File: src/rtl/tsbm_pkg.sv
// Purpose: Shared constants for the temperature sensor and battery monitor block
// Assumes: 40 MHz ref_clk; register access through a port with 7-bit address and 8-bit data
// Notes:   All offsets, fields, resets and timing counts live here
package tsbm_pkg;

  // Register offsets (7-bit register address space)
  localparam logic [6:0] ADDR_CONV_CONFIG  = 7'h0f;
  localparam logic [6:0] ADDR_CONV_VALUE   = 7'h11;
  localparam logic [6:0] ADDR_TEMP_CTRL    = 7'h12;
  localparam logic [6:0] ADDR_TEMP_OFFSET  = 7'h13;
  localparam logic [6:0] ADDR_BAT_THRESH   = 7'h1a;
  localparam logic [6:0] ADDR_BAT_LEVEL    = 7'h1b;

  // Reset values
  localparam logic [7:0] RST_CONV_CONFIG   = 8'h00;
  localparam logic [7:0] RST_TEMP_CTRL     = 8'h20;
  localparam logic [7:0] RST_TEMP_OFFSET   = 8'h00;
  localparam logic [4:0] RST_BAT_THRESH    = 5'h14;

  // Converter configuration fields
  localparam int CONV_START_BIT = 7;
  localparam int CONV_SEL_LSB   = 4;
  localparam int CONV_REF_LSB   = 2;
  localparam int CONV_GAIN_LSB  = 0;
  localparam logic [2:0] CONV_SEL_TEMP = 3'h0;

  // Temperature sensor control fields
  localparam int TEMP_RANGE_LSB = 6;
  localparam int TEMP_SHIFT_BIT = 5;
  localparam int TEMP_TRIM_EN_BIT = 4;
  localparam int TEMP_TRIM_LSB  = 0;
  localparam logic [1:0] RANGE_C_0_128 = 2'h2;

  // Battery code width and filter depth
  localparam int BAT_CODE_W    = 5;
  localparam int BAT_FILTER_N  = 4;

  // Timing: times in their own units, counts derived at the 40 MHz rate
  localparam int REF_CLK_MHZ       = 40;
  localparam int BAT_PERIOD_US     = 1000000;
  localparam int BAT_WINDOW_US     = 250;
  localparam int CONV_TIME_US      = 350;
  localparam int BAT_PERIOD_CYCLES = BAT_PERIOD_US * REF_CLK_MHZ;
  localparam int BAT_WINDOW_CYCLES = BAT_WINDOW_US * REF_CLK_MHZ;
  localparam int CONV_TIME_CYCLES  = CONV_TIME_US * REF_CLK_MHZ;

endpackage

File: src/rtl/tsbm_battery_sampler.sv
// Purpose: Periodic battery sampling, threshold compare and four-reading filter
// Assumes: battery_code_in is analog-side data, stable late in the power window
// Notes:   Disabling the monitor clears all timing and filter state
`timescale 1ns/1ps
`default_nettype none
module tsbm_battery_sampler #(
  parameter int PERIOD_CYCLES = tsbm_pkg::BAT_PERIOD_CYCLES,
  parameter int WINDOW_CYCLES = tsbm_pkg::BAT_WINDOW_CYCLES
) (
  input  wire logic                            ref_clk,
  input  wire logic                            resetn,
  input  wire logic                            enable,
  input  wire logic [tsbm_pkg::BAT_CODE_W-1:0] threshold,
  input  wire logic [tsbm_pkg::BAT_CODE_W-1:0] battery_code_in,
  output logic                                 monitor_power,
  output logic [tsbm_pkg::BAT_CODE_W-1:0]      level,
  output logic                                 low_event
);

  localparam int CW = $clog2(PERIOD_CYCLES + 1);
  localparam int FW = $clog2(tsbm_pkg::BAT_FILTER_N + 1);

  typedef enum logic [1:0] {ST_WAIT, ST_MEASURE} tsbm_smp_state_t;

  tsbm_smp_state_t                       state_q;
  logic [CW-1:0]                         cnt_q;
  logic [FW-1:0]                         filt_q;
  logic [tsbm_pkg::BAT_CODE_W-1:0]       code_s1_q;
  logic [tsbm_pkg::BAT_CODE_W-1:0]       code_s2_q;
  logic [tsbm_pkg::BAT_CODE_W-1:0]       level_q;
  logic                                  event_q;

  wire period_end = (cnt_q == CW'(PERIOD_CYCLES - 1));
  wire window_end = (cnt_q == CW'(WINDOW_CYCLES - 1));
  wire sample_now = (state_q == ST_MEASURE) && window_end;
  wire is_low     = (code_s2_q <= threshold);
  wire filt_full  = (filt_q == FW'(tsbm_pkg::BAT_FILTER_N));

  // Two-flop capture of the analog code
  always_ff @(posedge ref_clk or negedge resetn) begin
    if (!resetn) begin
      code_s1_q <= '0;
      code_s2_q <= '0;
    end else begin
      code_s1_q <= battery_code_in;
      code_s2_q <= code_s1_q;
    end
  end

  // Sleep interval then power window, once per period
  always_ff @(posedge ref_clk or negedge resetn) begin
    if (!resetn) begin
      state_q <= ST_WAIT;
      cnt_q   <= '0;
    end else if (!enable) begin
      state_q <= ST_WAIT;
      cnt_q   <= '0;
    end else if (state_q == ST_WAIT) begin
      state_q <= period_end ? ST_MEASURE : ST_WAIT;
      cnt_q   <= period_end ? '0 : cnt_q + 1'b1;
    end else begin
      state_q <= window_end ? ST_WAIT : ST_MEASURE;
      cnt_q   <= window_end ? CW'(WINDOW_CYCLES) : cnt_q + 1'b1;
    end
  end

  // Latest level, consecutive-low filter and event pulse
  always_ff @(posedge ref_clk or negedge resetn) begin
    if (!resetn) begin
      level_q <= '0;
      filt_q  <= '0;
      event_q <= 1'b0;
    end else begin
      event_q <= 1'b0;
      if (!enable) begin
        filt_q <= '0;
      end else if (sample_now) begin
        level_q <= code_s2_q;
        if (!is_low) begin
          filt_q <= '0;
        end else if (!filt_full) begin
          filt_q  <= filt_q + 1'b1;
          event_q <= (filt_q == FW'(tsbm_pkg::BAT_FILTER_N - 1));
        end
      end
    end
  end

  assign monitor_power = (state_q == ST_MEASURE);
  assign level         = level_q;
  assign low_event     = event_q;

endmodule
`default_nettype wire

File: src/rtl/tsbm_top.sv
// Purpose: Temperature sensor control, converter sequencing and battery monitor
// Assumes: Register port decoded from the serial interface on ref_clk;
//          mode and enable inputs come from same-clock logic
// Notes:   Analog-side converter results pass two flops before use
`timescale 1ns/1ps
`default_nettype none
// What this block does
// - Temperature sensor powers on when converter selects it or test bus selects it.
// - With shift on, range code picks one of four temperature ranges.
// - Shift off with range 10 gives absolute 0-341 K test mode.
// - When trim enable set, four-bit bandgap trim drives the reference.
// - Battery monitor runs only while its enable bit is one.
// - Battery low when measured code is at or below the threshold.
// - Low-battery event pulls interrupt line low only when interrupt enabled.
// - Enabled monitor in sleep starts the low-frequency RC oscillator.
// - Battery monitor powers on once per second for 250 us.
// - Four consecutive low readings needed before the interrupt is raised.
// - Level register returns latest five-bit code, upper three bits zero.
// - Battery volts equal 1.7 plus 0.05 times code.
// - Start bit begins conversion, self-clears after 350 us; read after.
module tsbm_top #(
  parameter int BAT_PERIOD_CYCLES = tsbm_pkg::BAT_PERIOD_CYCLES,
  parameter int BAT_WINDOW_CYCLES = tsbm_pkg::BAT_WINDOW_CYCLES,
  parameter int CONV_TIME_CYCLES  = tsbm_pkg::CONV_TIME_CYCLES
) (
  input  wire logic        ref_clk,
  input  wire logic        resetn,
  input  wire logic [6:0]  reg_addr,
  input  wire logic        reg_wr,
  input  wire logic        reg_rd,
  input  wire logic [7:0]  reg_wdata,
  output logic      [7:0]  reg_rdata,
  input  wire logic        battery_monitor_enable,
  input  wire logic        battery_irq_enable,
  input  wire logic        sleep_mode,
  input  wire logic        atb_temp_select,
  input  wire logic        irq_status_read,
  output logic             temp_sensor_power,
  output logic      [1:0]  sensor_range,
  output logic             temperature_shift_enable,
  output logic             absolute_mode,
  output logic             bandgap_trim_enable,
  output logic      [3:0]  bandgap_trim,
  output logic      [7:0]  temp_value_offset,
  output logic      [2:0]  converter_input_select,
  output logic      [1:0]  converter_reference,
  output logic      [1:0]  converter_gain,
  output logic             converter_run,
  input  wire logic [7:0]  converter_result_in,
  output logic             battery_monitor_power,
  input  wire logic [4:0]  battery_code_in,
  output logic             lf_osc_enable,
  output logic             battery_event_flag,
  output logic             interrupt_request_n
);

  // Conversion timer width
  localparam int TW = $clog2(CONV_TIME_CYCLES + 1);

  // Register and pipeline state
  logic [6:0]  conv_cfg_q;
  logic        conv_busy_q;
  logic [TW-1:0] conv_cnt_q;
  logic [7:0]  conv_value_q;
  logic [7:0]  res_s1_q;
  logic [7:0]  res_s2_q;
  logic [7:0]  temp_ctrl_q;
  logic [7:0]  temp_offset_q;
  logic [4:0]  bat_thresh_q;
  logic [7:0]  rdata_q;
  logic        flag_q;
  logic        irq_n_q;
  logic [4:0]  bat_level;
  logic        bat_event;

  // Address decode shared by the write and read paths
  wire hit_conv_cfg = (reg_addr == tsbm_pkg::ADDR_CONV_CONFIG);
  wire hit_conv_val = (reg_addr == tsbm_pkg::ADDR_CONV_VALUE);
  wire hit_temp_ctl = (reg_addr == tsbm_pkg::ADDR_TEMP_CTRL);
  wire hit_temp_off = (reg_addr == tsbm_pkg::ADDR_TEMP_OFFSET);
  wire hit_bat_thr  = (reg_addr == tsbm_pkg::ADDR_BAT_THRESH);
  wire hit_bat_lvl  = (reg_addr == tsbm_pkg::ADDR_BAT_LEVEL);

  // Register write decode; result and level addresses take no writes
  wire wr_conv_cfg = reg_wr && hit_conv_cfg;
  wire wr_temp_ctl = reg_wr && hit_temp_ctl;
  wire wr_temp_off = reg_wr && hit_temp_off;
  wire wr_bat_thr  = reg_wr && hit_bat_thr;

  // Start refused while busy, so a running conversion is never cut short
  wire start_req   = wr_conv_cfg && reg_wdata[tsbm_pkg::CONV_START_BIT] && !conv_busy_q;
  wire conv_end    = conv_busy_q && (conv_cnt_q == TW'(CONV_TIME_CYCLES - 1));

  // Read mux; unmapped addresses read zero
  wire [7:0] rd_mux =
    hit_conv_cfg ? {conv_busy_q, conv_cfg_q} :
    hit_conv_val ? conv_value_q :
    hit_temp_ctl ? temp_ctrl_q :
    hit_temp_off ? temp_offset_q :
    hit_bat_thr  ? {3'h0, bat_thresh_q} :
    hit_bat_lvl  ? {3'h0, bat_level} :
    8'h00;

  // Software-written configuration
  always_ff @(posedge ref_clk or negedge resetn) begin
    if (!resetn) begin
      conv_cfg_q    <= tsbm_pkg::RST_CONV_CONFIG[6:0];
      temp_ctrl_q   <= tsbm_pkg::RST_TEMP_CTRL;
      temp_offset_q <= tsbm_pkg::RST_TEMP_OFFSET;
      bat_thresh_q  <= tsbm_pkg::RST_BAT_THRESH;
    end else begin
      if (wr_conv_cfg) begin
        conv_cfg_q <= reg_wdata[6:0];
      end
      if (wr_temp_ctl) begin
        temp_ctrl_q <= reg_wdata;
      end
      if (wr_temp_off) begin
        temp_offset_q <= reg_wdata;
      end
      if (wr_bat_thr) begin
        bat_thresh_q <= reg_wdata[4:0];
      end
    end
  end

  // Two-flop capture of the converter result
  always_ff @(posedge ref_clk or negedge resetn) begin
    if (!resetn) begin
      res_s1_q <= 8'h00;
      res_s2_q <= 8'h00;
    end else begin
      res_s1_q <= converter_result_in;
      res_s2_q <= res_s1_q;
    end
  end

  // Conversion timer; start is ignored while busy
  always_ff @(posedge ref_clk or negedge resetn) begin
    if (!resetn) begin
      conv_busy_q  <= 1'b0;
      conv_cnt_q   <= '0;
      conv_value_q <= 8'h00;
    end else if (start_req) begin
      conv_busy_q <= 1'b1;
      conv_cnt_q  <= '0;
    end else if (conv_end) begin
      conv_busy_q  <= 1'b0;
      conv_value_q <= res_s2_q;
    end else if (conv_busy_q) begin
      conv_cnt_q <= conv_cnt_q + 1'b1;
    end
  end

  // Registered read data, loaded on each read strobe
  always_ff @(posedge ref_clk or negedge resetn) begin
    if (!resetn) begin
      rdata_q <= 8'h00;
    end else if (reg_rd) begin
      rdata_q <= rd_mux;
    end
  end

  // Battery sampling runs in its own block on the same clock
  tsbm_battery_sampler #(
    .PERIOD_CYCLES (BAT_PERIOD_CYCLES),
    .WINDOW_CYCLES (BAT_WINDOW_CYCLES)
  ) u_sampler (
    .ref_clk         (ref_clk),
    .resetn          (resetn),
    .enable          (battery_monitor_enable),
    .threshold       (bat_thresh_q),
    .battery_code_in (battery_code_in),
    .monitor_power   (battery_monitor_power),
    .level           (bat_level),
    .low_event       (bat_event)
  );

  // Sticky event flag, set wins over clear; interrupt pin registered
  // Pin stays high while the interrupt enable is low, flag still kept
  always_ff @(posedge ref_clk or negedge resetn) begin
    if (!resetn) begin
      flag_q  <= 1'b0;
      irq_n_q <= 1'b1;
    end else begin
      flag_q  <= bat_event || (flag_q && !irq_status_read);
      irq_n_q <= !(flag_q && battery_irq_enable);
    end
  end

  // Analog control outputs
  assign temp_sensor_power = (conv_cfg_q[tsbm_pkg::CONV_SEL_LSB +: 3] == tsbm_pkg::CONV_SEL_TEMP)
                             || atb_temp_select;
  assign sensor_range             = temp_ctrl_q[tsbm_pkg::TEMP_RANGE_LSB +: 2];
  assign temperature_shift_enable = temp_ctrl_q[tsbm_pkg::TEMP_SHIFT_BIT];
  assign absolute_mode            = !temp_ctrl_q[tsbm_pkg::TEMP_SHIFT_BIT]
                                    && (sensor_range == tsbm_pkg::RANGE_C_0_128);
  assign bandgap_trim_enable      = temp_ctrl_q[tsbm_pkg::TEMP_TRIM_EN_BIT];
  assign bandgap_trim             = bandgap_trim_enable ?
                                    temp_ctrl_q[tsbm_pkg::TEMP_TRIM_LSB +: 4] : 4'h0;
  assign temp_value_offset        = temp_offset_q;
  assign converter_input_select   = conv_cfg_q[tsbm_pkg::CONV_SEL_LSB +: 3];
  assign converter_reference      = conv_cfg_q[tsbm_pkg::CONV_REF_LSB +: 2];
  assign converter_gain           = conv_cfg_q[tsbm_pkg::CONV_GAIN_LSB +: 2];
  assign converter_run            = conv_busy_q;
  assign lf_osc_enable            = sleep_mode && battery_monitor_enable;
  assign battery_event_flag       = flag_q;
  assign interrupt_request_n      = irq_n_q;
  assign reg_rdata                = rdata_q;

endmodule
`default_nettype wire

File: config.mk
export PLATFORM = sky130hd
export DESIGN_NAME = tsbm_top
export DESIGN_NICKNAME = d
export VERILOG_FILES = /design/src/rtl/tsbm_pkg.sv /design/src/rtl/tsbm_battery_sampler.sv /design/src/rtl/tsbm_top.sv
export SDC_FILE = /design/constraint.sdc
export NUM_CORES = 1
export LEC_CHECK = 0
export ABC_CLOCK_PERIOD_IN_PS = 5500
export BUFFER_PORTS_ARGS = -buffer_cell sky130_fd_sc_hd__buf_4
export CAP_MARGIN = 5
export CORE_AREA = 8 8 126 128
export DETAILED_ROUTE_END_ITERATION = 12
export DIE_AREA = 0 0 134 136
export HOLD_SLACK_MARGIN = 0.06
export PLACE_DENSITY = 0.56
export SLEW_MARGIN = 25
export SYNTH_ARGS = -nofsm -noshare
export SYNTH_HDL_FRONTEND = slang
export SYNTH_SLANG_ARGS = --single-unit
File: constraint.sdc
create_clock -name ref_clk -period 5.5 [get_ports ref_clk]
set_input_delay 1.1 -clock ref_clk [delete_from_list [all_inputs] [get_ports ref_clk]]
set_output_delay 1.1 -clock ref_clk [all_outputs]
set_load 0.01 [all_outputs]
# Yosys cells after proc, flatten, opt, wreduce, memory -nomap -nowiden
# Cells that the tools add are included.
[op_classes]
add_sub_neg = 3
n_reduce_logical = 26
bitwise = 1
order_cmp = 1
muxes = 28
n_eq_ne = 16
[ops]
columns = ["cell", "count"]
rows = [
  ["two-way mux 26 bit", 4],
  ["two-way mux 14 bit", 3],
  ["equality test 7 x 5 -> 1 bit, second input constant", 5],
  ["two-way mux 8 bit", 4],
  ["adder 26 x 1 -> 26 bit, second input constant", 1],
  ["equality test 26 x 14 -> 1 bit, second input constant", 1],
  ["equality test 26 bit, second input constant", 1],
  ["adder 14 x 1 -> 14 bit, second input constant", 1],
  ["equality test 14 bit, second input constant", 1],
  ["logical AND 1 bit", 12],
  ["two-way mux 3 bit", 4],
  ["two-way mux 5 bit", 2],
  ["two-way mux 1 bit", 8],
  ["AND reduction 2 bit", 4],
  ["equality test 7 x 4 -> 1 bit, second input constant", 1],
  ["less-or-equal comparator 5 bit", 1],
  ["zero test 1 bit", 4],
  ["two-way mux 2 bit", 2],
  ["two-way mux 4 bit", 1],
  ["nonzero test 2 bit", 2],
  ["adder 3 x 1 -> 3 bit, second input constant", 1],
  ["equality test 3 x 2 -> 1 bit, second input constant", 1],
  ["equality test 3 bit, second input constant", 1],
  ["zero test 3 bit", 1],
  ["other kinds (8)", 9],
]
[word_totals]
in_bits = 37
word_cells = 94
register_bits = 124

# Depth between registers and ports, before layout
[depth]
depth_word = 7
ltp_mapped = 7

# Hierarchy
# Synthesis repeated with hierarchy kept, for this count alone.
[unflattened]
hier_cells = 481
area_unflattened_um2 = 5664.2
[by_module_without_submodules]
columns = ["module", "instances", "area_each_um2", "cells_each"]
rows = [
  ["tsbm_top", 1, 3298.2, 264],
  ["tsbm_battery_sampler", 1, 2366.0, 217],
]

# Worst setup path after synthesis
# Ideal clock, no wire load.
[synth_path]
kind = "input port to flip-flop"
startpoint = "input reg_addr[5]"
endpoint = "register conv_cnt_q[2]"
path_stages = 4
arrival_ps = 2571
setup_slack_ps = 2808
t_required_ps = 5380
cell_sequence = "or3b_2 -> nor3_2 -> nand3_1 -> a31o_2"
[synth_via]
elab_chain_cells = 6
elab_cells_between_ends = 8
classes_between = "eq/ne: 2; mux: 1; reduce/logical: 5"
[synth_rtl]
columns = ["item", "line_no", "source"]
rows = [
  ["from (decl)", "tsbm_top.sv:28", "input wire logic [6:0] reg_addr,"],
  ["equality test 7 x 4 -> 1 bit *", "tsbm_top.sv:77", "wire hit_conv_cfg = (reg_addr == tsbm_pkg::ADDR_CONV_CONFIG);"],
  ["logical AND 1 bit *", "tsbm_top.sv:85", "wire wr_conv_cfg = reg_wr && hit_conv_cfg;"],
  ["logical AND 1 bit * (2 in a row)", "tsbm_top.sv:91", "wire start_req = wr_conv_cfg && reg_wdata[tsbm_pkg::CONV_START_BIT] && !conv_busy_q;"],
  ["!= test 2 bit (no source line) or nonzero test 2 bit (tied branches)", "n/a", ""],
  ["AND reduction 2 bit (no source line)", "n/a", ""],
  ["to (signal assigned)", "tsbm_top.sv:151", "conv_cnt_q <= conv_cnt_q + 1'b1;"],
  ["to (decl)", "tsbm_top.sv:63", "logic [TW-1:0] conv_cnt_q;"],
]
# Every way passes the cells marked *; elsewhere a longest branch is shown, timed or not.
# A chain may end at the register's enable or synchronous reset.

# Worst setup path in the final report
[layout_path]
startpoint = "input atb_temp_select"
endpoint = "output temp_sensor_power"
[layout_via]
elab_chain_cells = 1
[layout_rtl]
columns = ["item", "line_no", "source"]
rows = [
  ["from (decl)", "tsbm_top.sv:36", "input wire logic atb_temp_select,"],
  ["logical OR 1 bit", "tsbm_top.sv:193", "|| atb_temp_select;"],
  ["to (decl)", "tsbm_top.sv:38", "output logic temp_sensor_power,"],
]
# No other way between the ends.

==> impl_metrics.csv <==
group,metric,value,unit
status,status,"complete, no violations",
cells_and_area,area_growth,24.6,%
synth,synth_edf_count,0,
cts,clkTransAtPathRegs,50,ps
critical_path,endpoint_kind,"output pin",
power_and_ir_drop,p_per_area,345,nW/um^2
synth,async_flop_share,100,%
min_path,holdCritPathClass,"flop to flop",
detailed_routing,ant_nets,0,
synth,ys_types,54,
sta,period_minus_slack,2730,ps
synth,syn-instance-count,477,
detailed_routing,wl_per_cell,16.3,microns
synth,synthMuxAreaShare,7.99,%
critical_path,crit_fanout,1,
synth,yosysSeqAreaShare,56.4,%
critical_path,r2r_setup_slack,2930,ps
synth,yosysTopAreaCellShare,54.5,%
detailed_routing,via_per_inst,5.19,
cts,clock_sinks,123,
synth,synth.area.top_cells,"dfrtp_1 (55%), mux2_2 (7.6%), nor2_1 (3.5%), xor2_1 (3.4%), nand2_1 (2.4%)",
detailed_routing,drt-pass1-iter-count,4,
detailed_routing,drt-initial-drc-count,209,
grt,grt_max_degree,71,
cts,clkLatencyLatePin,410,ps
critical_path,worstSetupPathType,"input pin to output pin",
detailed_routing,wirelength,12.3,mm
detailed_routing,num_vias,3926,
floorplanning,rows,44,
sta,relSlewSlack,37.4,%
synth,syn_nets,524,
placed_design,dpl.cell_count,725,
sta,timing_hold_violations_final,0,
sta,rsz0062_at_grt,"false",
synth,synth_top_flop_cell,"dfrtp_1",
cts,cts_resized,0,
synth,ys_seq_elements,123,
synth,syn-cell-area,5460,sq um
cells_and_area,final_cells,757,
cells_and_area,drive_gt1_share,28.1,%
cells_and_area,fillers,1283,
sta,clock_skew,10.0,ps
synth,avgSynthCellArea,11.5,sq um
synth,synthAdderAreaFrac,2.29,%
cts,cts_tree,"yes",
floorplanning,start_util,38.9,%
grt,grt_pass1_vias,4030,
placed_design,place_congestion,0.792,
sta,tightest_slew,932,ps
grt,antenna_found_initial,0,
cts,post_cts_buffers,0,
cts,cts_buffer_depth,2,
power_and_ir_drop,p_leak,3.18,nW
synth,synth_top_family_by_area,"simple AND/OR/NAND/NOR gates",
synth,synthSimpleGateAreaFrac,18.2,%
placed_design,port_buffers,74,
floorplanning,core,14000,sq um
grt,grt_first_pass_wirelength,20.7,mm
detailed_routing,drcViolationCount,0,
grt,grt_usage,14.3,%
cells_and_area,diodes,0,
floorplanning,dieArea,18200,sq um
placed_design,hpwl,8.92,mm
synth,ys_warn_count,0,
sta,fin_tns_setup,0,ps
run,drv_cap,0,
cts,cts_hold_buf,0,
synth,synth_compound_area_share,8.02,%
power_and_ir_drop,peakVddDrop,0.000161,V
sta,timing.final.crit_share,49.6,%
sta,clock.fmax,367,MHz
sta,setup-violations-final,0,
floorplanning,fp.dieH,136,microns
critical_path,startpoint_type,"input pin",
cells_and_area,nNetsFinal,607,
floorplanning,die_w,134,microns
cells_and_area,final_common_cell,"dfrtp_1",
sta,timing.hold.ws,339,ps
synth,yosysTopAreaCell,"dfrtp_1",
cts,ctsHtreeMaxLevel,4,
floorplanning,pin_count,75,
sta,drv_slew,0,
critical_path,crit_required,4400,ps
cts,cts_root_buffer,"clkbuf_16",
cells_and_area,layout_common_cells,"dfrtp_1 (119), buf_4 (76), nor2_1 (51)",
grt,overflow,0,
cts,cts_buffers,17,
synth,synth_xor_area_share,4.65,%
critical_path,worstPathArrival,1630,ps
power_and_ir_drop,power,0.00235,W
report_power, final:
group | leakage (nW) | internal (W) | total [W] | switching [W]
registers | 1.57 | 0.000961 | 0.00101 | 0.0000449
clock network | 0.298 | 0.000780 | 0.00116 | 0.000378
logic | 1.31 | 0.0000887 | 0.000187 | 0.0000982
registers in the layout, indices dropped and copies added (netlist names), 3 cells and up:
register	count
u_sampler.code_s2_q	5
u_sampler.filt_q	3
res_s1_q	8
u_sampler.cnt_q	26
conv_cnt_q	14
bat_thresh_q	5
conv_value_q	8
conv_cfg_q	7
u_sampler.level	5
temp_value_offset	8
reg_rdata	8
res_s2_q	8
temp_ctrl_q	8
u_sampler.code_s1_q	5
cells in the mapped netlist, types with 3 or more instances:
cell and count:
dfrtp_1 119, nor2_1 51, mux2_2 37, nand2_1 35
xor2_1 21, nand3_1 18, inv_1 16, nand4_1 16
o21ai_0 14, and3_1 12, ha_1 10, a221oi_1 8
o22ai_1 8, xnor2_1 8, and2_1 6, nor3_1 6
nor4_1 6, or3_1 6, a21oi_1 5, clkbuf_1 5
o2111ai_1 5, o211ai_1 5, a21o_1 4, dfstp_2 4
nand2b_1 4, a31o_2 3, and4_1 3, buf_2 3
nor4b_1 3, o2bb2ai_1 3
worst paths after layout:
kind                                               from                             to  depth (start not counted)
min                               res_s1_q[5]$_DFF_PN0_          res_s2_q[5]$_DFF_PN0_                          0
max reg2reg                u_sampler.cnt_q[9]$_DFF_PN0_  u_sampler.cnt_q[25]$_DFF_PN0_                          5
min in group asynchronous                        resetn       reg_rdata[3]$_DFFE_PN0P_                          1
min reg2reg                       res_s1_q[5]$_DFF_PN0_          res_s2_q[5]$_DFF_PN0_                          0
max                                     atb_temp_select              temp_sensor_power                          3
max in group asynchronous                        resetn   u_sampler.cnt_q[0]$_DFF_PN0_                          2
kinds of logic after synthesis:
kind of cell,count (synthesis)
flops,123
fa+ha+maj,10
buf+inv,28
mux,39
simple gates,187
xor+xnor,29
compound gates,61
final cells by class:
| cell class | count | area, sq um | area share (%) |
|---|---|---|---|
| sequential | 123 | 3080 | 45.3 |
| multi-input combinational | 326 | 2250 | 33.0 |
| timing repair buffer | 76 | 571 | 8.38 |
| clock buffer | 24 | 472 | 6.93 |
| tap | 184 | 230 | 3.38 |
| clock inverter | 8 | 143 | 2.10 |
| inverter | 16 | 60.1 | 0.882 |
through the flow:
stage	util (%)	instance area, sq um	setup slack, ps
after floorplan	-	5460	2810
after global placement	44.1	6190	2400
after detailed placement	44.1	6190	2340
after CTS	48.5	6810	2770
after global routing	48.5	6810	2670
final	48.5	6810	2770
layer usage:
layer | GRT usage [%] | vias up | routed length (microns) | share of wire [%]
met4 | 5.55 | 0 | 123 | 1.0
met3 | 4.73 | 9 | 573 | 4.6
met2 | 22.1 | 87 | 5720 | 46
li1 | - | 1896 | - | -
met1 | 18.3 | 1934 | 5910 | 48
met5 | 0 | - | 0 | 0
worst max-delay path, cell delays in order:
cell and delay (ps):
buf_4 100, or2_2 280, buf_4 140
(Power assumes the default switching activity.)
